==> config.mk <==
export PLATFORM = sky130hd
export DESIGN_NAME = tmcp_parser
export DESIGN_NICKNAME = d
export VERILOG_FILES = /design/src/hw/tmcp_pkg.sv /design/src/hw/tmcp_parser.sv
export SDC_FILE = /design/constraint.sdc
export NUM_CORES = 1
export LEC_CHECK = 0
export ABC_AREA = 1
export CAP_MARGIN = 20
export CORE_MARGIN = 2
export CORE_UTILIZATION = 59
export CTS_CLUSTER_DIAMETER = 150
export DETAILED_ROUTE_END_ITERATION = 8
export DONT_BUFFER_PORTS = 1
export GPL_ROUTABILITY_DRIVEN = 0
export PLACE_DENSITY_LB_ADDON = 0.25
export SLEW_MARGIN = 20
export SYNTH_ARGS = -nofsm -noshare
export SYNTH_HDL_FRONTEND = slang
export SYNTH_SLANG_ARGS = --single-unit
==> constraint.sdc <==
create_clock -name i_clk_sys -period 2.3 [get_ports i_clk_sys]
set_input_delay 0.46 -clock i_clk_sys [delete_from_list [all_inputs] [get_ports i_clk_sys]]
set_output_delay 0.46 -clock i_clk_sys [all_outputs]
set_load 0.005 [all_outputs]
==> src/hw/tmcp_pkg.sv <==
package tmcp_pkg;

  // ------------------------------------------------------------
  // Command codes
  // ------------------------------------------------------------
  localparam logic [7:0] CMD_GET        = 8'h67;
  localparam logic [7:0] CMD_PUT        = 8'h70;
  localparam logic [7:0] CMD_SCOPE_KEY  = 8'h73;
  localparam logic [7:0] CMD_SCOPE_ALL  = 8'h53;
  localparam logic [7:0] CMD_SCOPE_ROW  = 8'h78;
  localparam logic [7:0] CMD_SCOPE_COL  = 8'h79;
  localparam logic [7:0] CMD_KEY_BASE   = 8'h30;
  localparam logic [7:0] CMD_KEY_LAST   = 8'h35;
  localparam logic [7:0] CMD_CHECKSUM   = 8'h36;
  localparam logic [7:0] CMD_DEV_STATUS = 8'h37;
  localparam logic [7:0] CMD_GRP_BASE   = 8'h20;
  localparam logic [7:0] CMD_GRP_LAST   = 8'h25;
  localparam logic [7:0] CMD_ERR_KEY    = 8'h65;
  localparam logic [7:0] CMD_ERR_GRP    = 8'h45;
  localparam logic [7:0] CMD_FIRST_KEY  = 8'h6B;
  localparam logic [7:0] CMD_TOUCH_GRP  = 8'h4B;

  // ------------------------------------------------------------
  // Quantity selectors, limits and fixed values
  // ------------------------------------------------------------
  localparam logic [2:0] QTY_SIGNAL = 3'h0;
  localparam logic [2:0] QTY_DELTA  = 3'h1;
  localparam logic [2:0] QTY_REF    = 3'h2;
  localparam logic [2:0] QTY_DAC    = 3'h3;
  localparam logic [2:0] QTY_CAP    = 3'h4;
  localparam logic [2:0] QTY_INTEG  = 3'h5;
  localparam logic [2:0] QTY_ERR    = 3'h6;
  localparam logic [2:0] QTY_TOUCH  = 3'h7;

  localparam logic [7:0] CAP_MAX      = 8'h02;
  localparam logic [7:0] ERR_MASK     = 8'h0F;
  localparam logic [7:0] STATUS_MASK  = 8'h1F;
  localparam logic [5:0] KEY_MAX      = 6'h3F;
  localparam logic [2:0] LINE_MAX     = 3'h7;
  localparam logic [7:0] NO_TOUCH     = 8'hFF;
  localparam logic [7:0] IDLE_REPLY   = 8'h00;
  localparam logic [6:0] CNT_ONE      = 7'h01;
  localparam logic [6:0] CNT_LINE     = 7'h08;
  localparam logic [6:0] CNT_ALL      = 7'h40;
  localparam logic [2:0] BIT_LAST     = 3'h7;

  // ------------------------------------------------------------
  // Types
  // ------------------------------------------------------------
  typedef enum logic [1:0] {
    SCOPE_KEY = 2'h0,
    SCOPE_ROW = 2'h1,
    SCOPE_COL = 2'h2,
    SCOPE_ALL = 2'h3
  } tmcp_scope_mode_t;

  typedef struct packed {
    tmcp_scope_mode_t mode;
    logic [5:0]       idx;
  } tmcp_scope_t;

  typedef struct packed {
    logic [7:0] signal;
    logic [7:0] reference;
    logic [7:0] ladder_dac_offset;
    logic [7:0] integrator_cap_state;
    logic [7:0] det_integrator;
    logic [7:0] err_code;
  } tmcp_key_meas_t;

  typedef enum logic [2:0] {
    ST_CMD    = 3'b001,
    ST_OPND   = 3'b010,
    ST_STREAM = 3'b100
  } tmcp_state_t;

endpackage

==> src/hw/tmcp_parser.sv <==
`timescale 1ns/1ps
module tmcp_parser
  import tmcp_pkg::*;
(
  input  wire logic           i_clk_sys,
  input  wire logic           i_nrst,
  input  wire logic           i_ce,
  input  wire logic           i_spi_sck,
  input  wire logic           i_spi_ss_n,
  input  wire logic           i_spi_mosi,
  input  wire tmcp_key_meas_t i_key_meas,
  input  wire logic [63:0]    i_touch,
  input  wire logic [7:0]     i_checksum,
  input  wire logic [7:0]     i_dev_status,
  output logic                o_spi_miso,
  output logic                o_dir_put,
  output tmcp_scope_t         o_scope,
  output logic [5:0]          o_meas_key
);

  // ------------------------------------------------------------
  // Reset release and pin synchronisers
  // ------------------------------------------------------------
  logic       rst_m_q, rst_n_q;
  logic [2:0] sck_q, ss_q, mosi_q;

  always_ff @(posedge i_clk_sys or negedge i_nrst) begin
    if (!i_nrst) begin
      rst_m_q <= 1'b0;
      rst_n_q <= 1'b0;
    end else begin
      rst_m_q <= 1'b1;
      rst_n_q <= rst_m_q;
    end
  end

  // The third stage only feeds the edge detectors; the first stage feeds nothing else.
  always_ff @(posedge i_clk_sys or negedge rst_n_q) begin
    if (!rst_n_q) begin
      sck_q  <= 3'h0;
      ss_q   <= 3'h7;
      mosi_q <= 3'h0;
    end else if (i_ce) begin
      sck_q  <= {sck_q[1:0], i_spi_sck};
      ss_q   <= {ss_q[1:0], i_spi_ss_n};
      mosi_q <= {mosi_q[1:0], i_spi_mosi};
    end
  end

  logic in_frame, sck_rise, sck_fall, frame_start;
  assign in_frame    = !ss_q[1];
  assign sck_rise    = in_frame && sck_q[1] && !sck_q[2];
  assign sck_fall    = in_frame && !sck_q[1] && sck_q[2];
  assign frame_start = !ss_q[1] && ss_q[2];

  // ------------------------------------------------------------
  // Byte receive and reply shifter
  // ------------------------------------------------------------
  logic [2:0] bit_q;
  logic [7:0] rx_q, tx_q, reply_q;
  logic       byte_done_q;

  always_ff @(posedge i_clk_sys or negedge rst_n_q) begin
    if (!rst_n_q) begin
      bit_q       <= 3'h0;
      rx_q        <= 8'h00;
      byte_done_q <= 1'b0;
    end else if (i_ce) begin
      byte_done_q <= 1'b0;
      if (!in_frame) begin
        bit_q <= 3'h0;
      end else if (sck_rise) begin
        rx_q  <= {rx_q[6:0], mosi_q[1]};
        bit_q <= bit_q + 3'h1;
        byte_done_q <= (bit_q == BIT_LAST);
      end
    end
  end

  // A byte's reply goes out during the next exchange; the MSB is set up on the edge before it.
  always_ff @(posedge i_clk_sys or negedge rst_n_q) begin
    if (!rst_n_q) begin
      tx_q       <= 8'h00;
      o_spi_miso <= 1'b0;
    end else if (i_ce) begin
      if (frame_start || (sck_fall && bit_q == 3'h0)) begin
        o_spi_miso <= reply_q[7];
        tx_q       <= {reply_q[6:0], 1'b0};
      end else if (sck_fall) begin
        o_spi_miso <= tx_q[7];
        tx_q       <= {tx_q[6:0], 1'b0};
      end
    end
  end

  // ------------------------------------------------------------
  // Command decode
  // ------------------------------------------------------------
  function automatic logic [5:0] elem_key(input tmcp_scope_t sc, input logic [5:0] n);
    case (sc.mode)
      SCOPE_ROW: elem_key = {sc.idx[2:0], n[2:0]};
      SCOPE_COL: elem_key = {n[2:0], sc.idx[2:0]};
      SCOPE_ALL: elem_key = n;
      default:   elem_key = sc.idx;
    endcase
  endfunction

  function automatic logic [6:0] scope_cnt(input tmcp_scope_t sc);
    case (sc.mode)
      SCOPE_ROW, SCOPE_COL: scope_cnt = CNT_LINE;
      SCOPE_ALL:            scope_cnt = CNT_ALL;
      default:              scope_cnt = CNT_ONE;
    endcase
  endfunction

  function automatic logic [7:0] first_touch(input logic [63:0] t);
    first_touch = NO_TOUCH;
    for (int i = 63; i >= 0; i--) begin
      if (t[i]) begin
        first_touch = 8'(i);
      end
    end
  endfunction

  tmcp_state_t state_q;
  logic [7:0]  opcode_q;
  logic [2:0]  qty_q;
  logic        fetch_q;
  logic [6:0]  remain_q, elem_q;
  logic        take_cmd, take_opnd, take_fill;
  logic        is_key, is_err_key, is_grp, is_scope_op;

  assign take_cmd    = byte_done_q && (state_q == ST_CMD);
  assign take_opnd   = byte_done_q && (state_q == ST_OPND);
  assign take_fill   = byte_done_q && (state_q == ST_STREAM);
  assign is_key      = (rx_q >= CMD_KEY_BASE) && (rx_q <= CMD_KEY_LAST);
  assign is_err_key  = (rx_q == CMD_ERR_KEY);
  assign is_grp      = ((rx_q >= CMD_GRP_BASE) && (rx_q <= CMD_GRP_LAST)) ||
                       (rx_q == CMD_ERR_GRP) || (rx_q == CMD_TOUCH_GRP);
  assign is_scope_op = (rx_q == CMD_SCOPE_KEY) || (rx_q == CMD_SCOPE_ROW) || (rx_q == CMD_SCOPE_COL);

  // ------------------------------------------------------------
  // Direction
  // ------------------------------------------------------------
  always_ff @(posedge i_clk_sys or negedge rst_n_q) begin
    if (!rst_n_q) begin
      o_dir_put <= 1'b0;
    end else if (i_ce && take_cmd) begin
      if (rx_q == CMD_GET) begin
        o_dir_put <= 1'b0;
      end else if (rx_q == CMD_PUT) begin
        o_dir_put <= 1'b1;
      end
    end
  end

  // ------------------------------------------------------------
  // Scope
  // ------------------------------------------------------------
  // Out-of-range operands are folded into range rather than rejected.
  always_ff @(posedge i_clk_sys or negedge rst_n_q) begin
    if (!rst_n_q) begin
      o_scope <= '{mode: SCOPE_KEY, idx: 6'h00};
    end else if (i_ce) begin
      if (take_cmd && (rx_q == CMD_SCOPE_ALL)) begin
        o_scope <= '{mode: SCOPE_ALL, idx: 6'h00};
      end else if (take_opnd) begin
        case (opcode_q)
          CMD_SCOPE_ROW: o_scope <= '{mode: SCOPE_ROW, idx: {3'h0, rx_q[2:0] & LINE_MAX}};
          CMD_SCOPE_COL: o_scope <= '{mode: SCOPE_COL, idx: {3'h0, rx_q[2:0] & LINE_MAX}};
          default:       o_scope <= '{mode: SCOPE_KEY, idx: rx_q[5:0] & KEY_MAX};
        endcase
      end
    end
  end

  // ------------------------------------------------------------
  // Measurement key
  // ------------------------------------------------------------
  always_ff @(posedge i_clk_sys or negedge rst_n_q) begin
    if (!rst_n_q) begin
      o_meas_key <= 6'h00;
    end else if (i_ce) begin
      if (take_cmd && (is_key || is_err_key)) begin
        o_meas_key <= o_scope.idx;
      end else if (take_cmd && is_grp) begin
        o_meas_key <= elem_key(o_scope, 6'h00);
      end else if (take_fill) begin
        o_meas_key <= elem_key(o_scope, elem_q[5:0]);
      end
    end
  end

  // ------------------------------------------------------------
  // Sequencer
  // ------------------------------------------------------------
  always_ff @(posedge i_clk_sys or negedge rst_n_q) begin
    if (!rst_n_q) begin
      state_q  <= ST_CMD;
      opcode_q <= 8'h00;
      qty_q    <= QTY_SIGNAL;
      fetch_q  <= 1'b0;
      remain_q <= 7'h00;
      elem_q   <= 7'h00;
    end else if (i_ce) begin
      fetch_q <= 1'b0;
      if (take_opnd) begin
        state_q <= ST_CMD;
      end else if (take_fill) begin
        // Bytes clocked in during a group reply are fillers and are not decoded.
        elem_q   <= elem_q + 7'h01;
        remain_q <= remain_q - 7'h01;
        fetch_q  <= 1'b1;
        if (remain_q == CNT_ONE) begin
          state_q <= ST_CMD;
        end
      end else if (take_cmd) begin
        opcode_q <= rx_q;
        if (is_scope_op) begin
          state_q <= ST_OPND;
        end else if (is_key) begin
          qty_q   <= 3'(rx_q - CMD_KEY_BASE);
          fetch_q <= 1'b1;
        end else if (is_err_key) begin
          qty_q   <= QTY_ERR;
          fetch_q <= 1'b1;
        end else if (is_grp) begin
          if (rx_q == CMD_ERR_GRP) begin
            qty_q <= QTY_ERR;
          end else if (rx_q == CMD_TOUCH_GRP) begin
            qty_q <= QTY_TOUCH;
          end else begin
            qty_q <= 3'(rx_q - CMD_GRP_BASE);
          end
          elem_q   <= CNT_ONE;
          fetch_q  <= 1'b1;
          remain_q <= scope_cnt(o_scope) - 7'h01;
          if (scope_cnt(o_scope) != CNT_ONE) begin
            state_q <= ST_STREAM;
          end
        end
      end
    end
  end

  // ------------------------------------------------------------
  // Reply
  // ------------------------------------------------------------
  // A fetch lands one cycle after the key index moves, so the store has a cycle to answer.
  always_ff @(posedge i_clk_sys or negedge rst_n_q) begin
    if (!rst_n_q) begin
      reply_q <= IDLE_REPLY;
    end else if (i_ce) begin
      if (fetch_q) begin
        case (qty_q)
          QTY_SIGNAL: reply_q <= i_key_meas.signal;
          QTY_DELTA:  reply_q <= i_key_meas.reference - i_key_meas.signal;
          QTY_REF:    reply_q <= i_key_meas.reference;
          QTY_DAC:    reply_q <= i_key_meas.ladder_dac_offset;
          QTY_CAP:    reply_q <= (i_key_meas.integrator_cap_state > CAP_MAX) ?
                                 CAP_MAX : i_key_meas.integrator_cap_state;
          QTY_INTEG:  reply_q <= i_key_meas.det_integrator;
          QTY_ERR:    reply_q <= i_key_meas.err_code & ERR_MASK;
          default:    reply_q <= {7'h00, i_touch[o_meas_key]};
        endcase
      end else if (take_opnd) begin
        reply_q <= opcode_q;
      end else if (take_cmd) begin
        if ((rx_q == CMD_GET) || (rx_q == CMD_PUT) || (rx_q == CMD_SCOPE_ALL)) begin
          reply_q <= rx_q;
        end else if (rx_q == CMD_CHECKSUM) begin
          reply_q <= i_checksum;
        end else if (rx_q == CMD_DEV_STATUS) begin
          reply_q <= i_dev_status & STATUS_MASK;
        end else if (rx_q == CMD_FIRST_KEY) begin
          reply_q <= first_touch(i_touch);
        end else begin
          reply_q <= IDLE_REPLY;
        end
      end
    end
  end

endmodule

==> results of run 1 <==
==> state kept, by name (all words and copies together) (netlist names), 2 cells and up <==
signal	cells
bit_q	3
elem_q	6
mosi_q	2
o_meas_key	6
o_scope	8
opcode_q	8
qty_q	3
remain_q	7
reply_q	8
rx_q	8
sck_q	3
ss_q	3
state_q	3
tx_q	7
==> final cells by class <==
class,instances,area share [%]
clock buffer,10,1.637
clock inverter,6,1.252
tap,140,2.247
inverter,176,10.75
timing repair buffer,89,9.597
multi-input combinational,697,48.37
sequential,81,26.14
==> through the flow <==
stage	std cells	TNS [ns]	cell area, um^2
finish	1199	-1.232	7796
global route	1199	-3.296	7796
CTS	1187	-1.335	7436
detailed placement	1167	-2.289	7094
global placement	1167	-2.096	7094
floorplan	979	-1.167	6420
==> worst reg2reg max path, cell delays in order, from the launching register on <==
cell and delay [ns]:
dfrtp_1 0.41, nor2_2 0.16, inv_2 0.08, nor3_4 0.14, inv_2 0.10, a2111oi_4 0.41
a311oi_4 0.08, buf_4 0.18, buf_4 0.13, nor2_2 0.15, o21ai_4 0.11, o41ai_2 0.24
==> routing by layer <==
layer  share of wire [%]  GRT usage (%)  vias up
li1                    -              -     3396
met5                   0              0        -
met2                  50          51.03      271
met3                 8.3          7.414       42
met1                  40          38.72     3173
met4                 2.3          9.615        0
==> power by group <==
group	switching [mW]	internal (mW)	total, mW
Clock	0.570	0.629	1.20
Sequential	0.144	1.59	1.73
Combinational	0.587	0.448	1.04
==> synthesized netlist by cell type, types with 3 or more instances <==
cell	instances	area (um^2)
buf_1	5	18.77
nor2_1	109	409.1
nand2_1	241	904.6
inv_2	29	108.9
o21ai_1	54	270.3
clkinv_1	4	15.01
bufinv_8	10	175.2
nand3_1	39	195.2
dfrtp_1	77	1927
o21ai_0	52	260.3
ha_1	18	225.2
a221oi_1	17	148.9
nor3_1	23	115.1
a211oi_1	3	22.52
o211ai_1	6	45.04
nand4_1	4	25.02
xor2_1	3	26.28
o22ai_1	6	37.54
clkbuf_1	18	67.56
o221ai_1	3	26.28
nor4_1	11	68.82
a22oi_1	7	52.55
a31oi_1	23	143.9
a21oi_1	43	215.2
inv_1	133	499.2
dfstp_2	4	105.1
o31ai_1	9	67.56
==> worst max path at each step <==
stage,slack (ns),endpoint,from
final,-1.04,reply_q[0],i_touch[61]
after global routing,-1.68,reply_q[0],i_touch[61]
after CTS,-1.02,reply_q[0],i_touch[61]
after detailed placement,-1.41,reply_q[0],i_touch[61]
after global placement,-1.30,reply_q[0],i_touch[61]
after floorplan,-1.08,reply_q[0],i_touch[61]
==> cells by family after synthesis <==
group           Yosys count  synth area share [%]
fa+ha+maj                19                 3.832
other cells               1               0.05859
buf+inv                 201                 14.02
compound gates          235                 21.76
flops                    81                 31.75
xor+xnor                  5                0.6844
simple gates            437                 27.90
==> what timing repair did <==
item	in CTS	in global routing
setup buffers	3	13
hold buffers	1	0
endpoints found under the setup margin	9	30
resized for setup	22	65
pin swaps	13	28
gates cloned	0	1
hold endpoints to repair	2	0
==> impl_metrics.env, run 1 <==
export IMPL_wl_um=19060
export IMPL_r2r_cells=11
export IMPL_row_count=38
export IMPL_fin_ws_ns=-1.040
export IMPL_fmax_mhz=299.4
export IMPL_n_antenna_cell=0
export IMPL_critical_path_class="input pin to flop"
export IMPL_min_from="i_ce"
export IMPL_synth_distinct_cells=48
export IMPL_groute_usage_overall_pct=30.39
export IMPL_cp_num_buf_inv=1
export IMPL_numCtsBuffers=9
export IMPL_cts_tree="built"
export IMPL_register_area_mm2=0.002038
export IMPL_crit_path_end_kind="flop"
export IMPL_num_vias=6882
export IMPL_area_growth_pct=21.82
export IMPL_cts_sinks=81
export IMPL_ff2ff_setup_slack_ns=0.01
export IMPL_synth_edff_count=0
export IMPL_dp_hpwl_um=13680
export IMPL_port_buffers=0
export IMPL_max_vdd_ir_drop_mv=0.7772
export IMPL_reg2reg_to="state_q[1]"
export IMPL_dr_pass1_iters=7
export IMPL_setup_viol=2
export IMPL_h_tree_depth=3
export IMPL_utilization_pct=72.88
export IMPL_core_area_mm2=0.01070
export IMPL_pre_cts_slack_ns=-1.408
export IMPL_crit_family="simple AND/OR/NAND/NOR gates"
export IMPL_finClkSkew_ns=0.02411
export IMPL_critical_path_slowest_cell="nand2_1"
export IMPL_reg2reg_from="rx_q[3]"
export IMPL_synth_ff_type="dfrtp_1"
export IMPL_via_per_inst=5.740
export IMPL_slew_headroom_pct=62.46
export IMPL_crit_path_start_kind="input pin"
export IMPL_synthesis_area_mm2=0.006400
export IMPL_dr_first_iter_drc_count=500
export IMPL_yosysWarnings=0
export IMPL_status="finished with violations"
export IMPL_layout_commonest_cell="nand2_1"
export IMPL_whs_endpoint="ss_q[2]"
export IMPL_synthArstFlopShare_pct=100.0
export IMPL_clk_pin_slew_ns=0.09
export IMPL_drc=0
export IMPL_drive_gt1_share_pct=19.17
export IMPL_path_max_fanout=2
export IMPL_drv_cap=0
export IMPL_clockBufferDepth=2
export IMPL_min_path_cells=1
export IMPL_cellLeakagePower_nw=3.845
export IMPL_required_ns=2.56
export IMPL_avgSynthCellArea_um2=6.537
export IMPL_holdCritPathClass="input pin to flop"
export IMPL_rsz0062_at_grt="true"
export IMPL_initial_core_util_pct=59.82
export IMPL_ys_seq_area_share_pct=31.75
export IMPL_period_minus_slack_ns=3.340
export IMPL_synth_nets=1132
export IMPL_fill_cells=868
export IMPL_io_pins=150
export IMPL_antenna_found_initial=1
export IMPL_slowest_delay_ns=0.08
export IMPL_fp_dieW_um=108.2
export IMPL_slew_violations=0
export IMPL_mostFrequentLayoutCells="nand2_1 (235), inv_1 (130), nor2_1 (96)"
export IMPL_wl_per_cell_um=15.90
export IMPL_syn_inst=979
export IMPL_insertion_delay_ns=0.37
export IMPL_die_area_mm2=0.01170
export IMPL_multi_input_area_mm2=0.003771
export IMPL_cp_common_cell="nand2_1"
export IMPL_arrival_ns=3.59
export IMPL_grt_max_degree=44
export IMPL_power_density_mw_per_mm2=508.8
export IMPL_hold_violations=0
export IMPL_root_buffer="clkbuf_8"
export IMPL_grt_first_pass_wirelength_um=28280
export IMPL_ant_nets=0
export IMPL_post_route_period_util_pct=145.2
export IMPL_grt_overflow=0
export IMPL_nets=1207
export IMPL_grt_pass1_vias=6192
export IMPL_timing_hold_ws_ns=0.1622
export IMPL_synth_seq_cells=81
export IMPL_total_power_mw=3.967
export IMPL_tightestPinTransition_ns=0.5630
export IMPL_worst_path_stages=66
export IMPL_violations="setup timing"
export IMPL_fp_dieH_um=108.2
Power figures use the tool's default switching activity.
==> run 2, diff against run 1 <==
--- a/config.mk
+++ b/config.mk
@@ -14,6 +14,7 @@
 export DONT_BUFFER_PORTS = 1
 export GPL_ROUTABILITY_DRIVEN = 0
 export PLACE_DENSITY_LB_ADDON = 0.25
+export SETUP_SLACK_MARGIN = 0.02
 export SLEW_MARGIN = 20
 export SYNTH_ARGS = -nofsm -noshare
 export SYNTH_HDL_FRONTEND = slang
==> run 2 against run 1 <==
The flow still finishes with violations (setup timing). Sequential share of layout area decreased by 0.054 points. Count of clock-buffer cells in the layout unchanged. Critical path depth unchanged. Design area increased by 0.21%. Register-to-register slack about the same. Die area unchanged. Setup slack got worse by 0.011 ns. Final cell count about the same. Utilization increased by 0.15 points. Non-clock buffer count decreased by 1. Clock skew increased by 0.0019 ns. Sequential power about the same. Largest cell class unchanged. Largest power group unchanged.
==> impl_metrics.env, run 2 (same netlist as run 1, synthesis figures left out) <==
export IMPL_status="finished with violations"
export IMPL_violations="setup timing"
export IMPL_cp_common_cell="nand2_1"
export IMPL_tightestPinTransition_ns=0.5647
export IMPL_die_area_mm2=0.01170
export IMPL_min_path_cells=1
export IMPL_numCtsBuffers=9
export IMPL_power_density_mw_per_mm2=506.4
export IMPL_ant_nets=0
export IMPL_critical_path_slowest_cell="nand2_1"
export IMPL_max_vdd_ir_drop_mv=0.7802
export IMPL_timing_hold_ws_ns=0.1661
export IMPL_dp_cells=1167
export IMPL_path_max_fanout=2
export IMPL_grt_first_pass_wirelength_um=28280
export IMPL_period_minus_slack_ns=3.350
export IMPL_hold_violations=0
export IMPL_required_ns=2.55
export IMPL_dp_hpwl_um=13680
export IMPL_h_tree_depth=3
export IMPL_num_vias=6816
export IMPL_n_antenna_cell=0
export IMPL_r2r_cells=7
export IMPL_fin_ws_ns=-1.050
export IMPL_rsz0062_at_grt="true"
export IMPL_setup_viol=2
export IMPL_via_per_inst=5.689
export IMPL_finClkSkew_ns=0.02597
export IMPL_drive_gt1_share_pct=19.28
export IMPL_slowest_delay_ns=0.08
export IMPL_groute_usage_overall_pct=30.39
export IMPL_io_pins=150
export IMPL_crit_path_end_kind="flop"
export IMPL_area_growth_pct=22.07
export IMPL_fp_dieW_um=108.2
export IMPL_clockBufferDepth=2
export IMPL_antenna_found_initial=1
export IMPL_fmax_mhz=298.5
export IMPL_cts_sinks=81
export IMPL_finalNonFillerCells=1198
export IMPL_dr_pass1_iters=5
export IMPL_row_count=38
export IMPL_critical_path_class="input pin to flop"
export IMPL_dr_first_iter_drc_count=531
export IMPL_post_route_period_util_pct=145.7
export IMPL_nets=1206
export IMPL_slew_headroom_pct=62.36
export IMPL_wl_per_cell_um=15.72
export IMPL_layout_commonest_cell="nand2_1"
export IMPL_clk_pin_slew_ns=0.09
export IMPL_insertion_delay_ns=0.37
export IMPL_cellLeakagePower_nw=3.846
export IMPL_crit_path_start_kind="input pin"
export IMPL_grt_overflow=0
export IMPL_slew_violations=0
export IMPL_drv_cap=0
export IMPL_grt_max_degree=44
export IMPL_port_buffers=0
export IMPL_mostFrequentLayoutCells="nand2_1 (235), inv_1 (131), nor2_1 (95)"
export IMPL_cts_tree="built"
export IMPL_wl_um=18830
export IMPL_holdCritPathClass="input pin to flop"
export IMPL_root_buffer="clkbuf_8"
export IMPL_total_power_mw=3.956
export IMPL_utilization_pct=73.03
export IMPL_arrival_ns=3.60
export IMPL_initial_core_util_pct=59.82
export IMPL_grt_pass1_vias=6192
export IMPL_fp_dieH_um=108.2
export IMPL_drc=0
export IMPL_core_area_mm2=0.01070
## run 2: worst max-delay path, delay by kind of cell
| family | cells | cell delay, ns |
|---|---|---|
| AND/OR/NAND/NOR | 64 | 3.07 |
| AO/OA/AOI/OAI | 1 | 0.05 |
| buffers and inverters | 1 | 0.02 |
## run 2: through the flow
step	worst slack [ns]	TNS, ns	area [um^2]
floorplan	-1.080	-1.167	6420
global placement	-1.297	-2.096	7094
detailed placement	-1.408	-2.289	7094
CTS	-1.019	-1.335	7436
global route	-1.685	-2.715	7812
finish	-1.050	-1.210	7812
## run 2: repair_timing
action | 4_1_cts | 5_1_grt
endpoints found under the setup margin | 12 | 30
resized for setup | 22 | 67
gates cloned | 0 | 1
buffers inserted | 3 | 11
hold buffers | 1 | 0
pin swaps | 13 | 28
endpoints found under the hold margin | 2 | 0
## run 2: final timing paths
kind / start / endpoint / slack [ns]
max: i_touch[61] / reply_q[0] / -1.05
min: i_ce / ss_q[2] / 0.17
max reg2reg: state_q[1] / elem_q[4] / 0.02
min reg2reg: rst_n_q / remain_q[1] / 0.32
max in group asynchronous: rst_n_q / o_meas_key[0] / 1.39
min in group asynchronous: i_nrst / rst_n_q / 0.32
## run 2: layout make-up
| type | count | area [um^2] |
|---|---|---|
| multi-input cells | 697 | 3801 |
| fillers | 861 | 2885 |
| flip-flops and latches | 81 | 2038 |
| inverters | 176 | 835.8 |
| repair buffers | 88 | 737.0 |
| well taps | 140 | 175.2 |
| clock buffers | 10 | 127.6 |
| clock inverters | 6 | 97.59 |
## run 2: power by group
part	internal, mW	total (mW)	switching, mW
sequential	1.59	1.73	0.144
clock	0.629	1.20	0.567
combinational	0.454	1.03	0.573
total	2.67	3.96	1.28
## run 2: routing by layer
| layer | GRT usage (%) | up-vias | share of wire [%] |
|---|---|---|---|
| met5 | 0 | - | 0 |
| met4 | 9.615 | 0 | 2.8 |
| met3 | 7.414 | 52 | 7.7 |
| met2 | 51.03 | 238 | 49 |
| met1 | 38.72 | 3143 | 40 |
| li1 | - | 3383 | - |
==> run 3, diff against run 2 <==
==> constraint.sdc (replaced) <==
create_clock -name i_clk_sys -period 2.3 [get_ports i_clk_sys]
set_input_delay 0.46 -clock i_clk_sys [delete_from_list [all_inputs] [get_ports i_clk_sys]]
set_output_delay 0.46 -clock i_clk_sys [all_outputs]
set_load 0.1 [all_outputs]
==> run 3 against run 2 <==
Count of clock-buffer cells in the layout decreased by 1. The run still ends with setup timing left. Setup slack got worse by 0.041 ns. Total power grew 0.93%. Flip-flop and latch count unchanged. Utilization grew 1.5 points. Clock power decreased by 8%. Hold slack worse by 0.0013 ns. Routed wire length increased by 4.2%. Clock skew decreased by 0.0071 ns. Sequential power barely moved.
==> impl_metrics.env, run 3 (same netlist as run 1, synthesis figures left out) <==
export IMPL_initial_core_util_pct=59.82
export IMPL_insertion_delay_ns=0.36
export IMPL_row_count=38
export IMPL_arrival_ns=3.64
export IMPL_dp_hpwl_um=13800
export IMPL_grt_max_degree=44
export IMPL_finalSetupTns_ns=-1.243
export IMPL_layout_commonest_cell="nand2_1"
export IMPL_num_vias=7022
export IMPL_grt_pass1_vias=6309
export IMPL_core_area_mm2=0.01070
export IMPL_clockBufferDepth=2
export IMPL_critical_path_class="input pin to flop"
export IMPL_h_tree_depth=3
export IMPL_cts_tree="built"
export IMPL_slew_headroom_pct=64.21
export IMPL_nets=1226
export IMPL_dr_first_iter_drc_count=603
export IMPL_antenna_found_initial=0
export IMPL_holdCritPathClass="input pin to flop"
export IMPL_r2r_cells=14
export IMPL_fmax_mhz=294.9
export IMPL_crit_path_end_kind="flop"
export IMPL_groute_usage_overall_pct=31.03
export IMPL_path_max_fanout=2
export IMPL_post_route_period_util_pct=147.4
export IMPL_hold_violations=0
export IMPL_min_from="i_ce"
export IMPL_io_pins=150
export IMPL_power_density_mw_per_mm2=500.8
export IMPL_cp_common_cell="nand2_1"
export IMPL_fill_cells=844
export IMPL_grt_overflow=0
export IMPL_wl_per_cell_um=16.11
export IMPL_setup_viol=6
export IMPL_cts_sinks=81
export IMPL_drc=0
export IMPL_slowest_delay_ns=0.08
export IMPL_crit_path_start_kind="input pin"
export IMPL_critical_path_slowest_cell="nand2_1"
export IMPL_timing_hold_ws_ns=0.1648
export IMPL_fp_dieW_um=108.2
export IMPL_reg2reg_to="o_meas_key[4]"
export IMPL_ant_nets=0
export IMPL_design_area_mm2=0.007973
export IMPL_tightestPinTransition_ns=0.5356
export IMPL_via_per_inst=5.765
export IMPL_cellLeakagePower_nw=3.910
export IMPL_numCtsBuffers=9
export IMPL_violations="setup timing"
export IMPL_n_antenna_cell=0
export IMPL_area_growth_pct=24.57
export IMPL_die_area_mm2=0.01170
export IMPL_rsz0062_at_grt="true"
export IMPL_clk_pin_slew_ns=0.10
export IMPL_fp_dieH_um=108.2
export IMPL_dr_pass1_iters=5
export IMPL_finClkSkew_ns=0.01891
export IMPL_required_ns=2.55
export IMPL_slew_violations=0
export IMPL_drv_cap=0
export IMPL_fin_ws_ns=-1.091
export IMPL_drive_gt1_share_pct=21.71
export IMPL_ff2ff_setup_slack_ns=-0.08
export IMPL_endpoint="reply_q[0]"
export IMPL_period_minus_slack_ns=3.391
export IMPL_status="finished with violations"
export IMPL_mostFrequentLayoutCells="nand2_1 (229), inv_1 (130), buf_4 (96)"
export IMPL_wl_um=19620
export IMPL_total_power_mw=3.993
export IMPL_root_buffer="clkbuf_8"
export IMPL_placed_cell_area_mm2=0.007194
export IMPL_pre_cts_slack_ns=-1.348
export IMPL_startpoint="i_touch[61]"
export IMPL_port_buffers=0
export IMPL_max_vdd_ir_drop_mv=0.4801
export IMPL_reg2reg_from="rx_q[7]"
export IMPL_grt_first_pass_wirelength_um=28910
==> run 3: timing repair <==
| item | CTS | global route |
|---|---|---|
| buffers inserted | 4 | 16 |
| endpoints found under the setup margin | 24 | 34 |
| cloned | 0 | 2 |
| hold endpoints to repair | 2 | 0 |
| resized for setup | 26 | 75 |
| pin swaps | 15 | 37 |
| hold buffers | 1 | 0 |
==> run 3: worst min-delay path by stage <==
stage	slack, ns	cells past startpoint	end
2_1_floorplan	0.16	0	rst_m_q
3_3_place_gp	0.16	0	rst_m_q
3_5_place_dp	0.16	0	rst_m_q
4_1_cts	0.16	1	ss_q[1]
5_1_grt	0.16	1	ss_q[1]
6_report	0.16	1	ss_q[1]
==> run 3: per-layer routing <==
metal | global-route usage (%) | part of all wire, % | wire length, um | up-vias
li1 | - | - | - | 3427
met1 | 39.62 | 40 | 7798 | 3240
met2 | 52.38 | 49 | 9580 | 293
met3 | 5.787 | 8.0 | 1575 | 62
met4 | 11.81 | 3.4 | 664 | 0
met5 | 0 | 0 | 0 | -
==> run 3: where the power goes <==
part	leakage [nW]	switching (mW)	internal, mW
registers	0.970	0.130	1.59
clock network	0.102	0.586	0.514
logic	2.84	0.695	0.480
total	3.91	1.41	2.58
==> run 3: metrics by stage <==
| stage | cells | util, % |
|---|---|---|
| after floorplan | 979 | - |
| after global placement | 1180 | 67.25 |
| after detailed placement | 1180 | 67.25 |
| after CTS | 1201 | 70.47 |
| after global routing | 1218 | 74.53 |
| final | 1218 | 74.53 |
==> run 3: area by class of cell <==
cell class                 instances  area (um^2)  area share, %
clock inverter                     7        76.32         0.9573
sequential                        81         2041          25.60
inverter                         176        834.6          10.47
tap                              140        175.2          2.197
clock buffer                       9        123.9          1.554
timing repair buffer             108        903.4          11.33
multi-input combinational        697         3819          47.90
==> run 3: critical path: cells and delay by family <==
kind,cells,cell delay [ns]
compound gates,1,0.05
buf+inv,1,0.03
simple gates,64,3.11
